**src/hsi_params.svh**
```systemverilog
// Addresses, offsets, codes and reset values of the host status block
`ifndef HSI_PARAMS_SVH
`define HSI_PARAMS_SVH
// Local bus byte addresses
`define HSI_LB_WARM_RESET   32'h1ffa_0014
`define HSI_LB_NMI          32'h1ffa_001c
`define HSI_LB_ATTENTION    32'h1ffa_2004
`define HSI_LB_CONTROL      32'h1ffa_2008
`define HSI_LB_INT_STATUS   32'h1ffa_200c
`define HSI_LB_CMD_BUSY     32'h1ffa_2010
`define HSI_LB_SOURCE_ID    32'h1ffa_2014
// Host port offsets from the adapter base
`define HSI_HO_CMD_LAST     4'h3
`define HSI_HO_ATTENTION    4'h4
`define HSI_HO_CONTROL      4'h5
`define HSI_HO_INT_STATUS   4'h6
`define HSI_HO_CMD_BUSY     4'h7
`define HSI_HO_NMI          4'hb
// Control port bit positions
`define HSI_CTL_CMD_RESET   7
`define HSI_CTL_CLR_BY_READ 6
`define HSI_CTL_REJ_RELEASE 5
`define HSI_CTL_IRQ_ENABLE  0
// Attention codes and rejection code
`define HSI_ATTENTION_PORT_MOVE_MODE  4'hd
`define HSI_ATTENTION_PORT_EOI        8'he0
`define HSI_REJ_WATCHDOG    3'h1
// Reset values
`define HSI_COMMAND_BUSY_STATUS_RESET      8'h01
`define HSI_CTL_CMD_RESET_V 8'h80
`define HSI_READ_IN_RESET   8'hff
// Local interrupt codes, lower code wins
`define HSI_SRC_NMI         3'h0
`define HSI_SRC_GENERAL     3'h1
`define HSI_SRC_EOT         3'h2
`define HSI_SRC_ATTENTION   3'h3
`define HSI_SRC_PARITY      3'h4
`define HSI_SRC_CHAN1       3'h5
`define HSI_SRC_CHAN2       3'h6
`define HSI_NUM_SRC         7
`define HSI_IRQ_IDLE        4'hf
`endif

```
**src/hsi_pkg.sv**
```systemverilog
// Types shared by the host status block
package hsi_pkg;
  // Command busy status port layout
  typedef struct packed {
    logic [2:0] rejection_code;
    logic       reject_flag;
    logic [1:0] device_dependent_bits;
    logic       interrupt_valid_flag;
    logic       busy;
  } hsi_command_busy_status_s;

  // Local bus access
  typedef struct packed {
    logic [31:0] addr;
    logic        wr;
    logic        rd;
    logic [31:0] wdata;
  } hsi_lb_req_s;

  typedef logic [6:0] hsi_src_t;
endpackage

```
**src/hsi_host_status.sv**
```systemverilog
// Host status ports, source id register and local interrupt encoder
`timescale 1ns/1ps
`default_nettype none
`include "hsi_params.svh"

// Function
// - Watchdog timeout loads rejection code 001 into top three status bits.
// - Reject flag blocks host attention and command writes except code D.
// - Interrupt-valid flag raises host interrupt; status in INTERRUPT_STATUS_PORT or code bits.
// - Valid flag clears on E0 attention, or instead on status read if selected.
// - Attention write sets busy; busy blocks host attention and command writes, except code D while the reject flag is set.
// - Self-clearing reject-release bit clears busy and reject flags.
// - Power-up status reads 01; command reset clears reject, valid, sets busy.
// - Attention code D sets source id bit indexed by device number.
// - Source id bits set only by host; local write zero clears, one ignored.
// - General interrupt ORs bits 7-0; end-of-transfer ORs bits 15-8.
// - Source id register zero after power-up and command reset.
// - Warm-reset flag set by command reset, cleared by host bus reset.
// - Nonzero host NMI write sets status and requests local code 0.
// - Local NMI register read clears status and its interrupt.
// - Seven local sources present as one encoded value on four lines.
// - Encoded interrupt held until cleared; others wait pending.
// - After clear latch pending batch; new ones latch once batch drained.
// - Simultaneous interrupts served in encoded value order.
// - Pending NMI always goes next, overriding order and batches.
// - NMI, parity clear on status read; attention on local attention read.
// - General and end-of-transfer clear on source id write, then re-raise.
// - Channel interrupt clears on read of that channel status register.
module hsi_host_status (
  input  wire logic               clk_sys,
  input  wire logic               sys_rst,
  input  wire logic               host_bus_rst,
  input  wire logic [3:0]         host_addr,
  input  wire logic               host_wr,
  input  wire logic               host_rd,
  input  wire logic [7:0]         host_wdata,
  output logic      [7:0]         host_rdata,
  output logic                    host_irq,
  output logic                    cmd_reset_out,
  output logic      [31:0]        cmd_word,
  input  wire hsi_pkg::hsi_lb_req_s lb_req,
  output logic      [31:0]        lb_rdata,
  input  wire logic               watchdog_evt,
  input  wire logic               parity_evt,
  input  wire logic               parity_stat_rd,
  input  wire logic [1:0]         chan_evt,
  input  wire logic [1:0]         chan_stat_rd,
  output logic      [3:0]         irq_lines,
  output logic                    irq_active
);

  hsi_pkg::hsi_command_busy_status_s command_busy_status_q, command_busy_status_d;
  logic [7:0]  ctl_q, ctl_d;
  logic [7:0]  attention_port_q, attention_port_d;
  logic [7:0]  isp_q, isp_d;
  logic [31:0] cmd_q, cmd_d;
  logic [15:0] sir_q, sir_d;
  logic        rs_q, rs_d;
  logic        nmi_q, nmi_d;
  logic [7:0]  hrd_q, hrd_d;
  logic [31:0] lrd_q, lrd_d;

  logic cmd_rst;
  logic attention_port_wr, attention_port_ok, cmd_wr_ok, move_mode, nmi_set;
  logic lb_wr_command_busy_status, lb_wr_sir, lb_wr_isp;
  logic lb_rd_nmi, lb_rd_attention_port;

  // Host and local access decode
  always_comb
  begin
    cmd_rst    = ctl_q[`HSI_CTL_CMD_RESET];
    attention_port_wr    = host_wr && host_addr == `HSI_HO_ATTENTION;
    move_mode  = host_wdata[7:4] == `HSI_ATTENTION_PORT_MOVE_MODE;
    // Move mode passes a reject so the host can still post work
    attention_port_ok    = attention_port_wr && !cmd_rst &&
                 ((!command_busy_status_q.busy && !command_busy_status_q.reject_flag) ||
                  (command_busy_status_q.reject_flag && move_mode));
    cmd_wr_ok  = host_wr && host_addr <= `HSI_HO_CMD_LAST && !cmd_rst &&
                 !command_busy_status_q.busy && !command_busy_status_q.reject_flag;
    nmi_set    = host_wr && host_addr == `HSI_HO_NMI && !cmd_rst &&
                 host_wdata != 8'h00;
    lb_wr_command_busy_status = lb_req.wr && lb_req.addr == `HSI_LB_CMD_BUSY;
    lb_wr_sir  = lb_req.wr && lb_req.addr == `HSI_LB_SOURCE_ID;
    lb_wr_isp  = lb_req.wr && lb_req.addr == `HSI_LB_INT_STATUS;
    lb_rd_nmi  = lb_req.rd && lb_req.addr == `HSI_LB_NMI;
    lb_rd_attention_port = lb_req.rd && lb_req.addr == `HSI_LB_ATTENTION;
  end

  // Host-facing registers: control, attention, command, status
  always_comb
  begin
    ctl_d  = ctl_q;
    attention_port_d = attention_port_q;
    cmd_d  = cmd_q;
    isp_d  = lb_wr_isp ? lb_req.wdata[7:0] : isp_q;
    command_busy_status_d = command_busy_status_q;
    if (host_wr && host_addr == `HSI_HO_CONTROL)
      ctl_d = host_wdata;
    else
      ctl_d[`HSI_CTL_REJ_RELEASE] = 1'b0; // Self-clearing
    if (cmd_wr_ok)
      cmd_d[8*host_addr[1:0] +: 8] = host_wdata;
    if (attention_port_ok)
      attention_port_d = host_wdata;
    // Lowest priority first: host-side clears, then local write, then attention and watchdog sets
    if (ctl_q[`HSI_CTL_REJ_RELEASE])
    begin
      command_busy_status_d.busy        = 1'b0;
      command_busy_status_d.reject_flag = 1'b0;
    end
    if (attention_port_ok && host_wdata == `HSI_ATTENTION_PORT_EOI &&
        !ctl_q[`HSI_CTL_CLR_BY_READ])
      command_busy_status_d.interrupt_valid_flag = 1'b0;
    if (host_rd && host_addr == `HSI_HO_CMD_BUSY && !cmd_rst &&
        ctl_q[`HSI_CTL_CLR_BY_READ])
      command_busy_status_d.interrupt_valid_flag = 1'b0;
    if (lb_wr_command_busy_status)
      command_busy_status_d = lb_req.wdata[7:0];
    if (attention_port_ok)
      command_busy_status_d.busy = 1'b1;
    if (watchdog_evt)
    begin
      command_busy_status_d.rejection_code       = `HSI_REJ_WATCHDOG;
      command_busy_status_d.reject_flag          = 1'b1;
      command_busy_status_d.busy                 = 1'b1;
      command_busy_status_d.interrupt_valid_flag = 1'b1;
    end
    // Held command reset: these bits forced last; rejection code and device bits follow the lines above
    if (cmd_rst)
    begin
      command_busy_status_d.reject_flag          = 1'b0;
      command_busy_status_d.interrupt_valid_flag = 1'b0;
      command_busy_status_d.busy                 = 1'b1;
      if (!(host_wr && host_addr == `HSI_HO_CONTROL))
        ctl_d = `HSI_CTL_CMD_RESET_V;
    end
  end

  always_ff @(posedge clk_sys)
  begin
    if (sys_rst)
    begin
      command_busy_status_q <= `HSI_COMMAND_BUSY_STATUS_RESET;
      ctl_q  <= 8'h00;
      attention_port_q <= 8'h00;
      isp_q  <= 8'h00;
      cmd_q  <= 32'h0000_0000;
    end
    else
    begin
      command_busy_status_q <= command_busy_status_d;
      ctl_q  <= ctl_d;
      attention_port_q <= attention_port_d;
      isp_q  <= isp_d;
      cmd_q  <= cmd_d;
    end
  end

  // Source id, warm reset flag and NMI status
  always_comb
  begin
    sir_d = sir_q;
    if (lb_wr_sir)
      sir_d = sir_q & lb_req.wdata[15:0]; // Ones ignored
    if (attention_port_ok && move_mode)
      sir_d[host_wdata[3:0]] = 1'b1; // Set beats clear
    if (cmd_rst)
      sir_d = 16'h0000;
    rs_d = rs_q;
    if (host_bus_rst)
      rs_d = 1'b0;
    if (cmd_rst)
      rs_d = 1'b1;
    nmi_d = nmi_q;
    if (lb_rd_nmi)
      nmi_d = 1'b0;
    if (nmi_set)
      nmi_d = 1'b1;
  end

  always_ff @(posedge clk_sys)
  begin
    if (sys_rst)
    begin
      sir_q <= 16'h0000;
      rs_q  <= 1'b0;
      nmi_q <= 1'b0;
    end
    else
    begin
      sir_q <= sir_d;
      rs_q  <= rs_d;
      nmi_q <= nmi_d;
    end
  end

  // Read data, registered so it lands one cycle after the strobe
  always_comb
  begin
    unique case (host_addr)
      `HSI_HO_ATTENTION:  hrd_d = attention_port_q;
      `HSI_HO_CONTROL:    hrd_d = ctl_q;
      `HSI_HO_INT_STATUS: hrd_d = isp_q;
      `HSI_HO_CMD_BUSY:   hrd_d = command_busy_status_q;
      `HSI_HO_NMI:        hrd_d = {7'h00, nmi_q};
      default:            hrd_d = 8'h00;
    endcase
    if (cmd_rst)
      hrd_d = `HSI_READ_IN_RESET; // Chip held in reset reads all ones
    if (!host_rd)
      hrd_d = hrd_q;
    // Warm flag shows a held command reset from its first cycle on,
    // so a local read in that cycle cannot miss it
    unique case (lb_req.addr)
      `HSI_LB_WARM_RESET: lrd_d = {31'h0000_0000, rs_q || cmd_rst};
      `HSI_LB_NMI:        lrd_d = {31'h0000_0000, nmi_q};
      `HSI_LB_ATTENTION:  lrd_d = {24'h00_0000, attention_port_q};
      `HSI_LB_CONTROL:    lrd_d = {24'h00_0000, ctl_q};
      `HSI_LB_INT_STATUS: lrd_d = {24'h00_0000, isp_q};
      `HSI_LB_CMD_BUSY:   lrd_d = {24'h00_0000, command_busy_status_q};
      `HSI_LB_SOURCE_ID:  lrd_d = {16'h0000, sir_q};
      default:            lrd_d = 32'h0000_0000;
    endcase
    if (!lb_req.rd)
      lrd_d = lrd_q;
  end

  always_ff @(posedge clk_sys)
  begin
    if (sys_rst)
    begin
      hrd_q <= 8'h00;
      lrd_q <= 32'h0000_0000;
    end
    else
    begin
      hrd_q <= hrd_d;
      lrd_q <= lrd_d;
    end
  end

  assign host_rdata    = hrd_q;
  assign lb_rdata      = lrd_q;
  assign cmd_word      = cmd_q;
  assign cmd_reset_out = cmd_rst;
  // Host interrupt gated by the enable bit of the control port
  assign host_irq      = command_busy_status_q.interrupt_valid_flag &&
                         ctl_q[`HSI_CTL_IRQ_ENABLE];

  // Local interrupt encoder state
  hsi_pkg::hsi_src_t pend_q, pend_d, batch_q, batch_d;
  hsi_pkg::hsi_src_t raise, clr, inflight, avail;
  logic       cur_v_q, cur_v_d;
  logic [2:0] cur_q, cur_d;
  logic       gen_or, eot_or, free;

  // Event capture, clear actions and priority pick
  always_comb
  begin
    gen_or = |sir_d[7:0];
    eot_or = |sir_d[15:8];
    clr = '0;
    clr[`HSI_SRC_NMI]       = lb_rd_nmi;
    clr[`HSI_SRC_PARITY]    = parity_stat_rd;
    clr[`HSI_SRC_ATTENTION] = lb_rd_attention_port;
    clr[`HSI_SRC_GENERAL]   = lb_wr_sir;
    clr[`HSI_SRC_EOT]       = lb_wr_sir;
    clr[`HSI_SRC_CHAN1]     = chan_stat_rd[0];
    clr[`HSI_SRC_CHAN2]     = chan_stat_rd[1];
    free = !cur_v_q || clr[cur_q]; // Hold until cleared
    inflight = pend_q | batch_q;
    if (cur_v_q && !free)
      inflight[cur_q] = 1'b1;
    raise = '0;
    raise[`HSI_SRC_NMI]       = nmi_set;
    // Level sources re-raise while any bit of their half stays set
    raise[`HSI_SRC_GENERAL]   = gen_or && !inflight[`HSI_SRC_GENERAL];
    raise[`HSI_SRC_EOT]       = eot_or && !inflight[`HSI_SRC_EOT];
    raise[`HSI_SRC_ATTENTION] = attention_port_ok && !move_mode;
    raise[`HSI_SRC_PARITY]    = parity_evt;
    raise[`HSI_SRC_CHAN1]     = chan_evt[0];
    raise[`HSI_SRC_CHAN2]     = chan_evt[1];
    pend_d  = pend_q | raise; // Others wait pending
    batch_d = batch_q;
    cur_v_d = cur_v_q && !free;
    cur_d   = cur_q;
    avail   = '0;
    if (free)
    begin
      // New arrivals join only after the previous batch drains
      if (batch_q == '0)
      begin
        batch_d = pend_d;
        pend_d  = '0;
      end
      avail = batch_d;
      avail[`HSI_SRC_NMI] = batch_d[`HSI_SRC_NMI] || pend_d[`HSI_SRC_NMI];
      // Scanned from the highest code down, last hit wins: NMI, then lowest code
      for (int i = `HSI_NUM_SRC - 1; i >= 0; i--)
      begin
        if (avail[i])
        begin
          cur_v_d = 1'b1;
          cur_d   = 3'(i);
        end
      end
      if (cur_v_d)
      begin
        batch_d[cur_d] = 1'b0;
        pend_d[cur_d]  = 1'b0;
      end
    end
  end

  always_ff @(posedge clk_sys)
  begin
    if (sys_rst)
    begin
      pend_q  <= '0;
      batch_q <= '0;
      cur_v_q <= 1'b0;
      cur_q   <= 3'h0;
    end
    else
    begin
      pend_q  <= pend_d;
      batch_q <= batch_d;
      cur_v_q <= cur_v_d;
      cur_q   <= cur_d;
    end
  end

  // Encoded lines idle high when nothing is presented
  assign irq_active = cur_v_q;
  assign irq_lines  = cur_v_q ? {1'b0, cur_q} : `HSI_IRQ_IDLE;

endmodule
`default_nettype wire

```
**config.mk**
```make
export PLATFORM = sky130hd
export DESIGN_NAME = hsi_host_status
export DESIGN_NICKNAME = d
export VERILOG_FILES = /design/src/hsi_pkg.sv /design/src/hsi_host_status.sv
export VERILOG_INCLUDE_DIRS = /design/src
export SDC_FILE = /design/constraint.sdc
export NUM_CORES = 1
export LEC_CHECK = 0
export BUFFER_PORTS_ARGS = -buffer_cell sky130_fd_sc_hd__clkbuf_2
export CAP_MARGIN = 10
export CORE_MARGIN = 10
export CORE_UTILIZATION = 45
export CTS_CLUSTER_SIZE = 40
export DETAILED_ROUTE_END_ITERATION = 10
export GPL_TIMING_DRIVEN = 0
export PLACE_DENSITY = 0.73
export RECOVER_POWER = 25
export SYNTH_ARGS = -nofsm -noshare
export SYNTH_HDL_FRONTEND = slang
export SYNTH_SLANG_ARGS = --single-unit
```
**constraint.sdc**
```tcl
create_clock -name clk_sys -period 4.76 [get_ports clk_sys]
set_input_delay 0 -clock clk_sys [delete_from_list [all_inputs] [get_ports clk_sys]]
set_output_delay 0 -clock clk_sys [all_outputs]
set_load 0.005 [all_outputs]
```
---- After elaboration in Yosys (flattened, before gate mapping) ----
Index checks and enable logic that the tools add are counted.
word-level totals
  flip-flop bits (word level) ............. 140
  latch bits .............................. 0
  memory bits (writable) .................. 0
  bits in read-only memories .............. 0
  bits of input ports ..................... 90
  output and inout port bits .............. 79
  logic and storage cells ................. 166
  memories kept ........................... 0
operators by class
  $add $sub $neg .......................... 1
  multiply operators ...................... 0
  div/mod/pow operators ................... 0
  magnitude comparators ................... 7
  eq/ne operators ......................... 14
  shift-type cells ........................ 2
  muxes and demuxes ....................... 57
  bitwise gates (word level) .............. 8
  reductions and logical operators ........ 58
operator list
  operator                                               number
  == test 32 x 29 -> 1 bit, second input constant        7
  one-hot mux 16 bit (7 select lines)                    1
  2-to-1 mux 7 bit                                       7
  2-to-1 mux 16 bit                                      3
  one-hot mux 8 bit (5 select lines)                     1
  negation 5 -> 34 bit                                   1
  variable shift 8 x 34 -> 32 bit, first input constant  1
  variable part select 8 x 34 -> 32 bit                  1
  bitwise mux 32 bit                                     1
  logical AND 1 bit                                      32
  2-to-1 mux 3 bit                                       9
  2-to-1 mux 8 bit                                       3
  2-to-1 mux 1 bit                                       22
  bitwise AND 16 bit                                     1
  == test 4 x 3 -> 1 bit, second input constant          4
  bitwise OR 16 bit                                      1
  OR reduction 8 bit                                     2
  bitwise AND 7 bit                                      2
  zero test 1 bit                                        9
  == test 4 bit, second input constant                   2
  == test 8 bit, second input constant                   1
  < comparator 3 x 4 -> 1 bit, second input constant     2
  nonzero test 2 bit                                     4
  nonzero test 8 bit                                     1
  other kinds (20)                                       29

---- Logic depth before layout (Yosys ltp) ----
  depth after elaboration ................. 29
  gate-level depth with buffers ........... 12
  mapped depth without buffers ............ 11

---- Worst setup path before layout ----
No wires, ideal clock.
  path type ............................... in2reg
  start point ............................. input lb_req[43] (netlist name)
  end point ............................... register batch_q[4]
  library setup time ...................... 148 ps
  arrival ................................. 3136 ps
  data required time ...................... 4612 ps
  path slack .............................. 1476 ps
  stages .................................. 10
  buffers on the path ..................... 1
  path through ............................ or4_1 -> or4_1 -> clkbuf_2 -> or4_4 -> a221o_1 -> nor4_4 -> o21bai_2 -> a211o_4 -> nor3_4 -> a311oi_1
between the ends
  cells in the longest elaborated chain, start to end .. 24
  elaborated cells between the ends (all ways) .. 45
  classes of those cells .................. 2 x order compare; 3 x eq/ne; 23 x mux; 4 x bitwise; 13 x reduce/logical
ends and longest elaborated chain
  what                                                                                                      RTL line                                        text
  start: declaration                                                                                        hsi_host_status.sv:41                           input wire hsi_pkg::hsi_lb_req_s lb_req,
  == test 32 x 29 -> 1 bit                                                                                  --
  logical AND 1 bit (no line)                                                                               --
  binary-select mux 1 bit (select 3 bit)                                                                    hsi_host_status.sv:270                          free = !cur_v_q || clr[cur_q];
  2-to-1 mux 1 bit (implied by the code)                                                                    hsi_host_status.sv:270
  logical OR 1 bit                                                                                          hsi_host_status.sv:270
  zero test 1 bit                                                                                           hsi_host_status.sv:272, hsi_host_status.sv:285
  logical AND 1 bit                                                                                         hsi_host_status.sv:272, hsi_host_status.sv:285
  2-to-1 mux 3 bit                                                                                          hsi_host_status.sv:272                          if (cur_v_q && !free)
  [... 8 more ...]                                                                                          --
  2-to-1 mux 3 bit                                                                                          hsi_host_status.sv:288                          if (free)
  < comparator 3 x 4 -> 1 bit (implied by the code) / >= comparator 3 x 1 -> 1 bit (equally long branches)  hsi_host_status.sv:309                          batch_d[cur_d] = 1'b0;
  logical AND 1 bit (implied by the code)                                                                   hsi_host_status.sv:309
  2-to-1 mux 1 bit (implied by the code)                                                                    hsi_host_status.sv:309
  demux 1 bit (select 3 bit)                                                                                hsi_host_status.sv:309
  inverter 7 bit (no line)                                                                                  --
  bitwise AND 7 bit (no line)                                                                               --
  2-to-1 mux 7 bit                                                                                          hsi_host_status.sv:307                          if (cur_v_d)
  end signal: assignment                                                                                    hsi_host_status.sv:327                          batch_q <= batch_d;
  end: declaration                                                                                          hsi_host_status.sv:251                          hsi_pkg::hsi_src_t pend_q, pend_d, batch_q, batch_d;
Several ways; a longest one is shown, not always the timed one. The select of a mux whose other input is x is not followed.
A chain may end at the register's enable or synchronous reset.

==> results.json <==
{
  "sinks_on_clock_net": 124,
  "worst_pin_slew_ns": 1.25,
  "final.setup_skew_ns": 0.00797,
  "drt_wl_total_um": 21900,
  "rsz0062_at_grt": "no",
  "gp_congestion": 0.928,
  "cpPeakStageDelay_ns": 0.89,
  "drt.antenna.violating_nets": 0,
  "floorplan.initialDensity": 0.464,
  "placementRows": 42,
  "peak_vdd_ir_mv": 0.332,
  "first_global_vias": 6232,
  "postCtsResizedCells": 0,
  "syn_to_final_growth_pct": 28.0,
  "tightest_slew_margin_relative_to_the_limit": 0.158,
  "core_region_area_mm2": 0.0134,
  "grt_remaining_overflow": 0,
  "layout.cell_area.non_filler_mm2": 0.00796,
  "cp-end-kind": "register",
  "cts_buffer_depth": 2,
  "placement.cell_area_mm2": 0.00715,
  "period_minus_slack_ns": 3.73,
  "worstSkewPairLatency_ns": 0.43,
  "sequential_cell_area_fraction_in_the_yosys_report": 0.399,
  "cpMaxStageDelayCell": "sky130_fd_sc_hd__nor4b_1",
  "maxClockFrequency_mhz": 268,
  "ys_types": 69,
  "grt_pass1_wl_um": 33300,
  "drv_cap": 0,
  "place.detailed.hpwl_um": 15800,
  "antenna_found_initial": 0,
  "chip_height_um": 138,
  "finalHoldViolations": 0,
  "tritoncts.num_buffers": 17,
  "synth-seq-cells": 124,
  "power.static_leakage_nw": 3.02,
  "dominantRegCellSynth": "sky130_fd_sc_hd__dfxtp_1",
  "buffer_cell_driving_the_clock_tree_root": "sky130_fd_sc_hd__clkbuf_16",
  "vias": 6693,
  "post_drt_wl_per_cell_um": 19.0,
  "worst-endpoint-required_ns": 5.02,
  "setup_viol": 0,
  "postLayoutCoreUtil": 0.594,
  "post_synthesis_async_set_or_reset_flop_share": 0,
  "worst_path_arrival_ns": 4.00,
  "layout.nets": 1064,
  "clkTransAtPathRegs_ns": 0.06,
  "cts_tree": "built",
  "rrSetupSlack_ns": 1.27,
  "power_per_cell_area_mw_per_mm2": 385,
  "number_of_enable_type_register_cells_in_the_synthesized_netlist": 0,
  "dr.pass1.iters": 8,
  "cts_setup_buffers": 0,
  "worst_setup_path_start_kind": "primary input",
  "hold_slack_ns": 0.0145,
  "design.portCount": 169,
  "floorplan.die.width_um": 138,
  "first_iter_violations": 768,
  "drc": 0,
  "yosys_synthesis_warning_count": 0,
  "io_buffer_count": 129,
  "setup.worst_path.class": "in -> reg",
  "ctsHtreeMaxLevel": 4,
  "final_max_slew_viol_count": 0,
  "timing.final.crit_share": 0.785,
  "diodes": 0,
  "groute.usage.overall": 0.223,
  "drive_above_1_share": 0.179,
  "postSynthCellCount": 778,
  "cp_max_fo": 7,
  "routed_via_density": 5.80,
  "syn-mean-instance-area_um2": 8.00,
  "status": "completed",
  "finalSetupTns_ns": 0,
  "die_area_mm2": 0.0189,
  "timing.critical_path.cells": "clkbuf_2, nor4b_1, nand3_1, nor4_2, nand2b_1, a2111oi_2, a211oi_2, or2_2, nor3_4, a31oi_1",
  "grt_start_max_net_pins": 17,
  "mappedNetlistArea_mm2": 0.00622,
  "hold_path_class": "in -> reg"
}
## cells in the mapped netlist (all sizes together), types with 4 or more instances
cell,n,area share
a211oi,13,0.016
inv,12,0.0072
buf,22,0.023
nor2b,9,0.0091
o211ai,4,0.0048
nor3,21,0.020
clkbuf,43,0.026
o41ai,4,0.0056
a21oi,101,0.081
dfxtp,124,0.40
nand4b,4,0.0056
nor2,71,0.043
o21ai,9,0.0084
nand2,106,0.064
nand2b,10,0.010
a311oi,7,0.0099
a21o,7,0.0084
or4,6,0.0078
and2,9,0.0091
nor4,8,0.012
a31oi,13,0.013
ha,7,0.014
nor4b,6,0.0084
nand3b,10,0.012
nand3,50,0.040
mux2,8,0.014
mux2i,10,0.016
and3,8,0.0080
a22oi,30,0.036
a2111oi,6,0.011
## layer usage
layer | wire length, µm | share of wire | track usage
met5 | 0 | 0 | 0
met4 | 546 | 0.025 | 0.0872
met3 | 2130 | 0.097 | 0.0564
met2 | 10500 | 0.48 | 0.356
met1 | 8750 | 0.40 | 0.283
## state kept, by name, indices dropped and copies added, names as in the netlist, named ones only
| name | count |
|---|---|
| host_rdata | 8 |
| lb_rdata | 16 |
| rs_q | 1 |
| isp_q | 8 |
| cmd_word | 32 |
| attention_port_q | 8 |
| sir_q | 16 |
| nmi_q | 1 |
| pend_q | 7 |
| batch_q | 7 |
| ctl_q | 7 |
| cur_q | 3 |
| command_busy_status_q | 8 |
## worst max-delay path: cells and delay by family
family | cells | cell delay [ns]
simple gates | 6 | 2.90
compound gates | 3 | 0.99
buf+inv | 1 | 0.09
## cells in the final DEF, fill, tap and decap left out, types with 4 or more instances in the layout
master / count
sky130_fd_sc_hd__a211oi_1: 12
sky130_fd_sc_hd__a21o_1: 7
sky130_fd_sc_hd__a21oi_1: 101
sky130_fd_sc_hd__a22oi_1: 30
sky130_fd_sc_hd__a311oi_1: 7
sky130_fd_sc_hd__a31oi_1: 13
sky130_fd_sc_hd__and2_1: 8
sky130_fd_sc_hd__and3_1: 8
sky130_fd_sc_hd__buf_1: 4
sky130_fd_sc_hd__buf_4: 16
sky130_fd_sc_hd__clkbuf_1: 74
sky130_fd_sc_hd__clkbuf_16: 17
sky130_fd_sc_hd__clkbuf_2: 98
sky130_fd_sc_hd__clkinvlp_4: 4
sky130_fd_sc_hd__conb_1: 16
sky130_fd_sc_hd__dfxtp_1: 124
sky130_fd_sc_hd__dlygate4sd3_1: 25
sky130_fd_sc_hd__ha_1: 7
sky130_fd_sc_hd__inv_1: 12
sky130_fd_sc_hd__mux2_2: 8
sky130_fd_sc_hd__mux2i_1: 10
sky130_fd_sc_hd__nand2_1: 105
sky130_fd_sc_hd__nand2b_1: 10
sky130_fd_sc_hd__nand3_1: 50
sky130_fd_sc_hd__nand3b_1: 10
sky130_fd_sc_hd__nand4b_1: 4
sky130_fd_sc_hd__nor2_1: 71
sky130_fd_sc_hd__nor2b_1: 9
sky130_fd_sc_hd__nor3_1: 19
sky130_fd_sc_hd__nor4_1: 4
sky130_fd_sc_hd__nor4b_1: 6
sky130_fd_sc_hd__o211ai_1: 4
sky130_fd_sc_hd__o21ai_0: 6
sky130_fd_sc_hd__o41ai_1: 4
sky130_fd_sc_hd__or4_1: 5
## final cells by class
type / count / area (µm²)
tap: 176 / 220
fill: 1253 / 5440
multi-input combinational: 592 / 3450
clock buffer: 19 / 453
timing repair buffer: 155 / 861
sequential: 124 / 2480
buffer: 65 / 308
clock inverter: 10 / 143
inverter: 12 / 45.0
## power by group
group | total, W | internal [W] | switching (W)
registers | 0.00112 | 0.00108 | 0.0000358
logic | 0.000615 | 0.000216 | 0.000399
clock network | 0.00133 | 0.000842 | 0.000489
## final timing paths
check                start            to  cells past startpoint
max             lb_req[39]      register                     10
min          host_wdata[2]      sir_q[2]                      4
max reg2reg       register      register                      9
min reg2reg   cmd_word[25]  cmd_word[25]                      2
## per-stage QoR
step	setup WS, ns	total power [W]	instances
2_1_floorplan	1.48	0.00153	793
3_3_place_gp	0.707	0.00172	1098
3_5_place_dp	0.718	0.00172	1098
4_1_cts	0.970	0.00305	1152
5_1_grt	0.788	0.00316	1153
6_report	1.03	0.00306	1153
## repair_timing
item                                   4_1_cts  5_1_grt
hold buffers                                25        0
endpoints found under the hold margin       28        0
setup endpoints to repair                    0        0
## kinds of logic after synthesis
kind of cell	synth area share
adders and majority gates	0.0141
muxes	0.0306
and+or+nand+nor	0.269
other	0.000603
AOI/OAI and AO/OA	0.230
buffers and inverters	0.0567
DFF	0.399
Note: power is estimated with default switching activity, not from simulation.
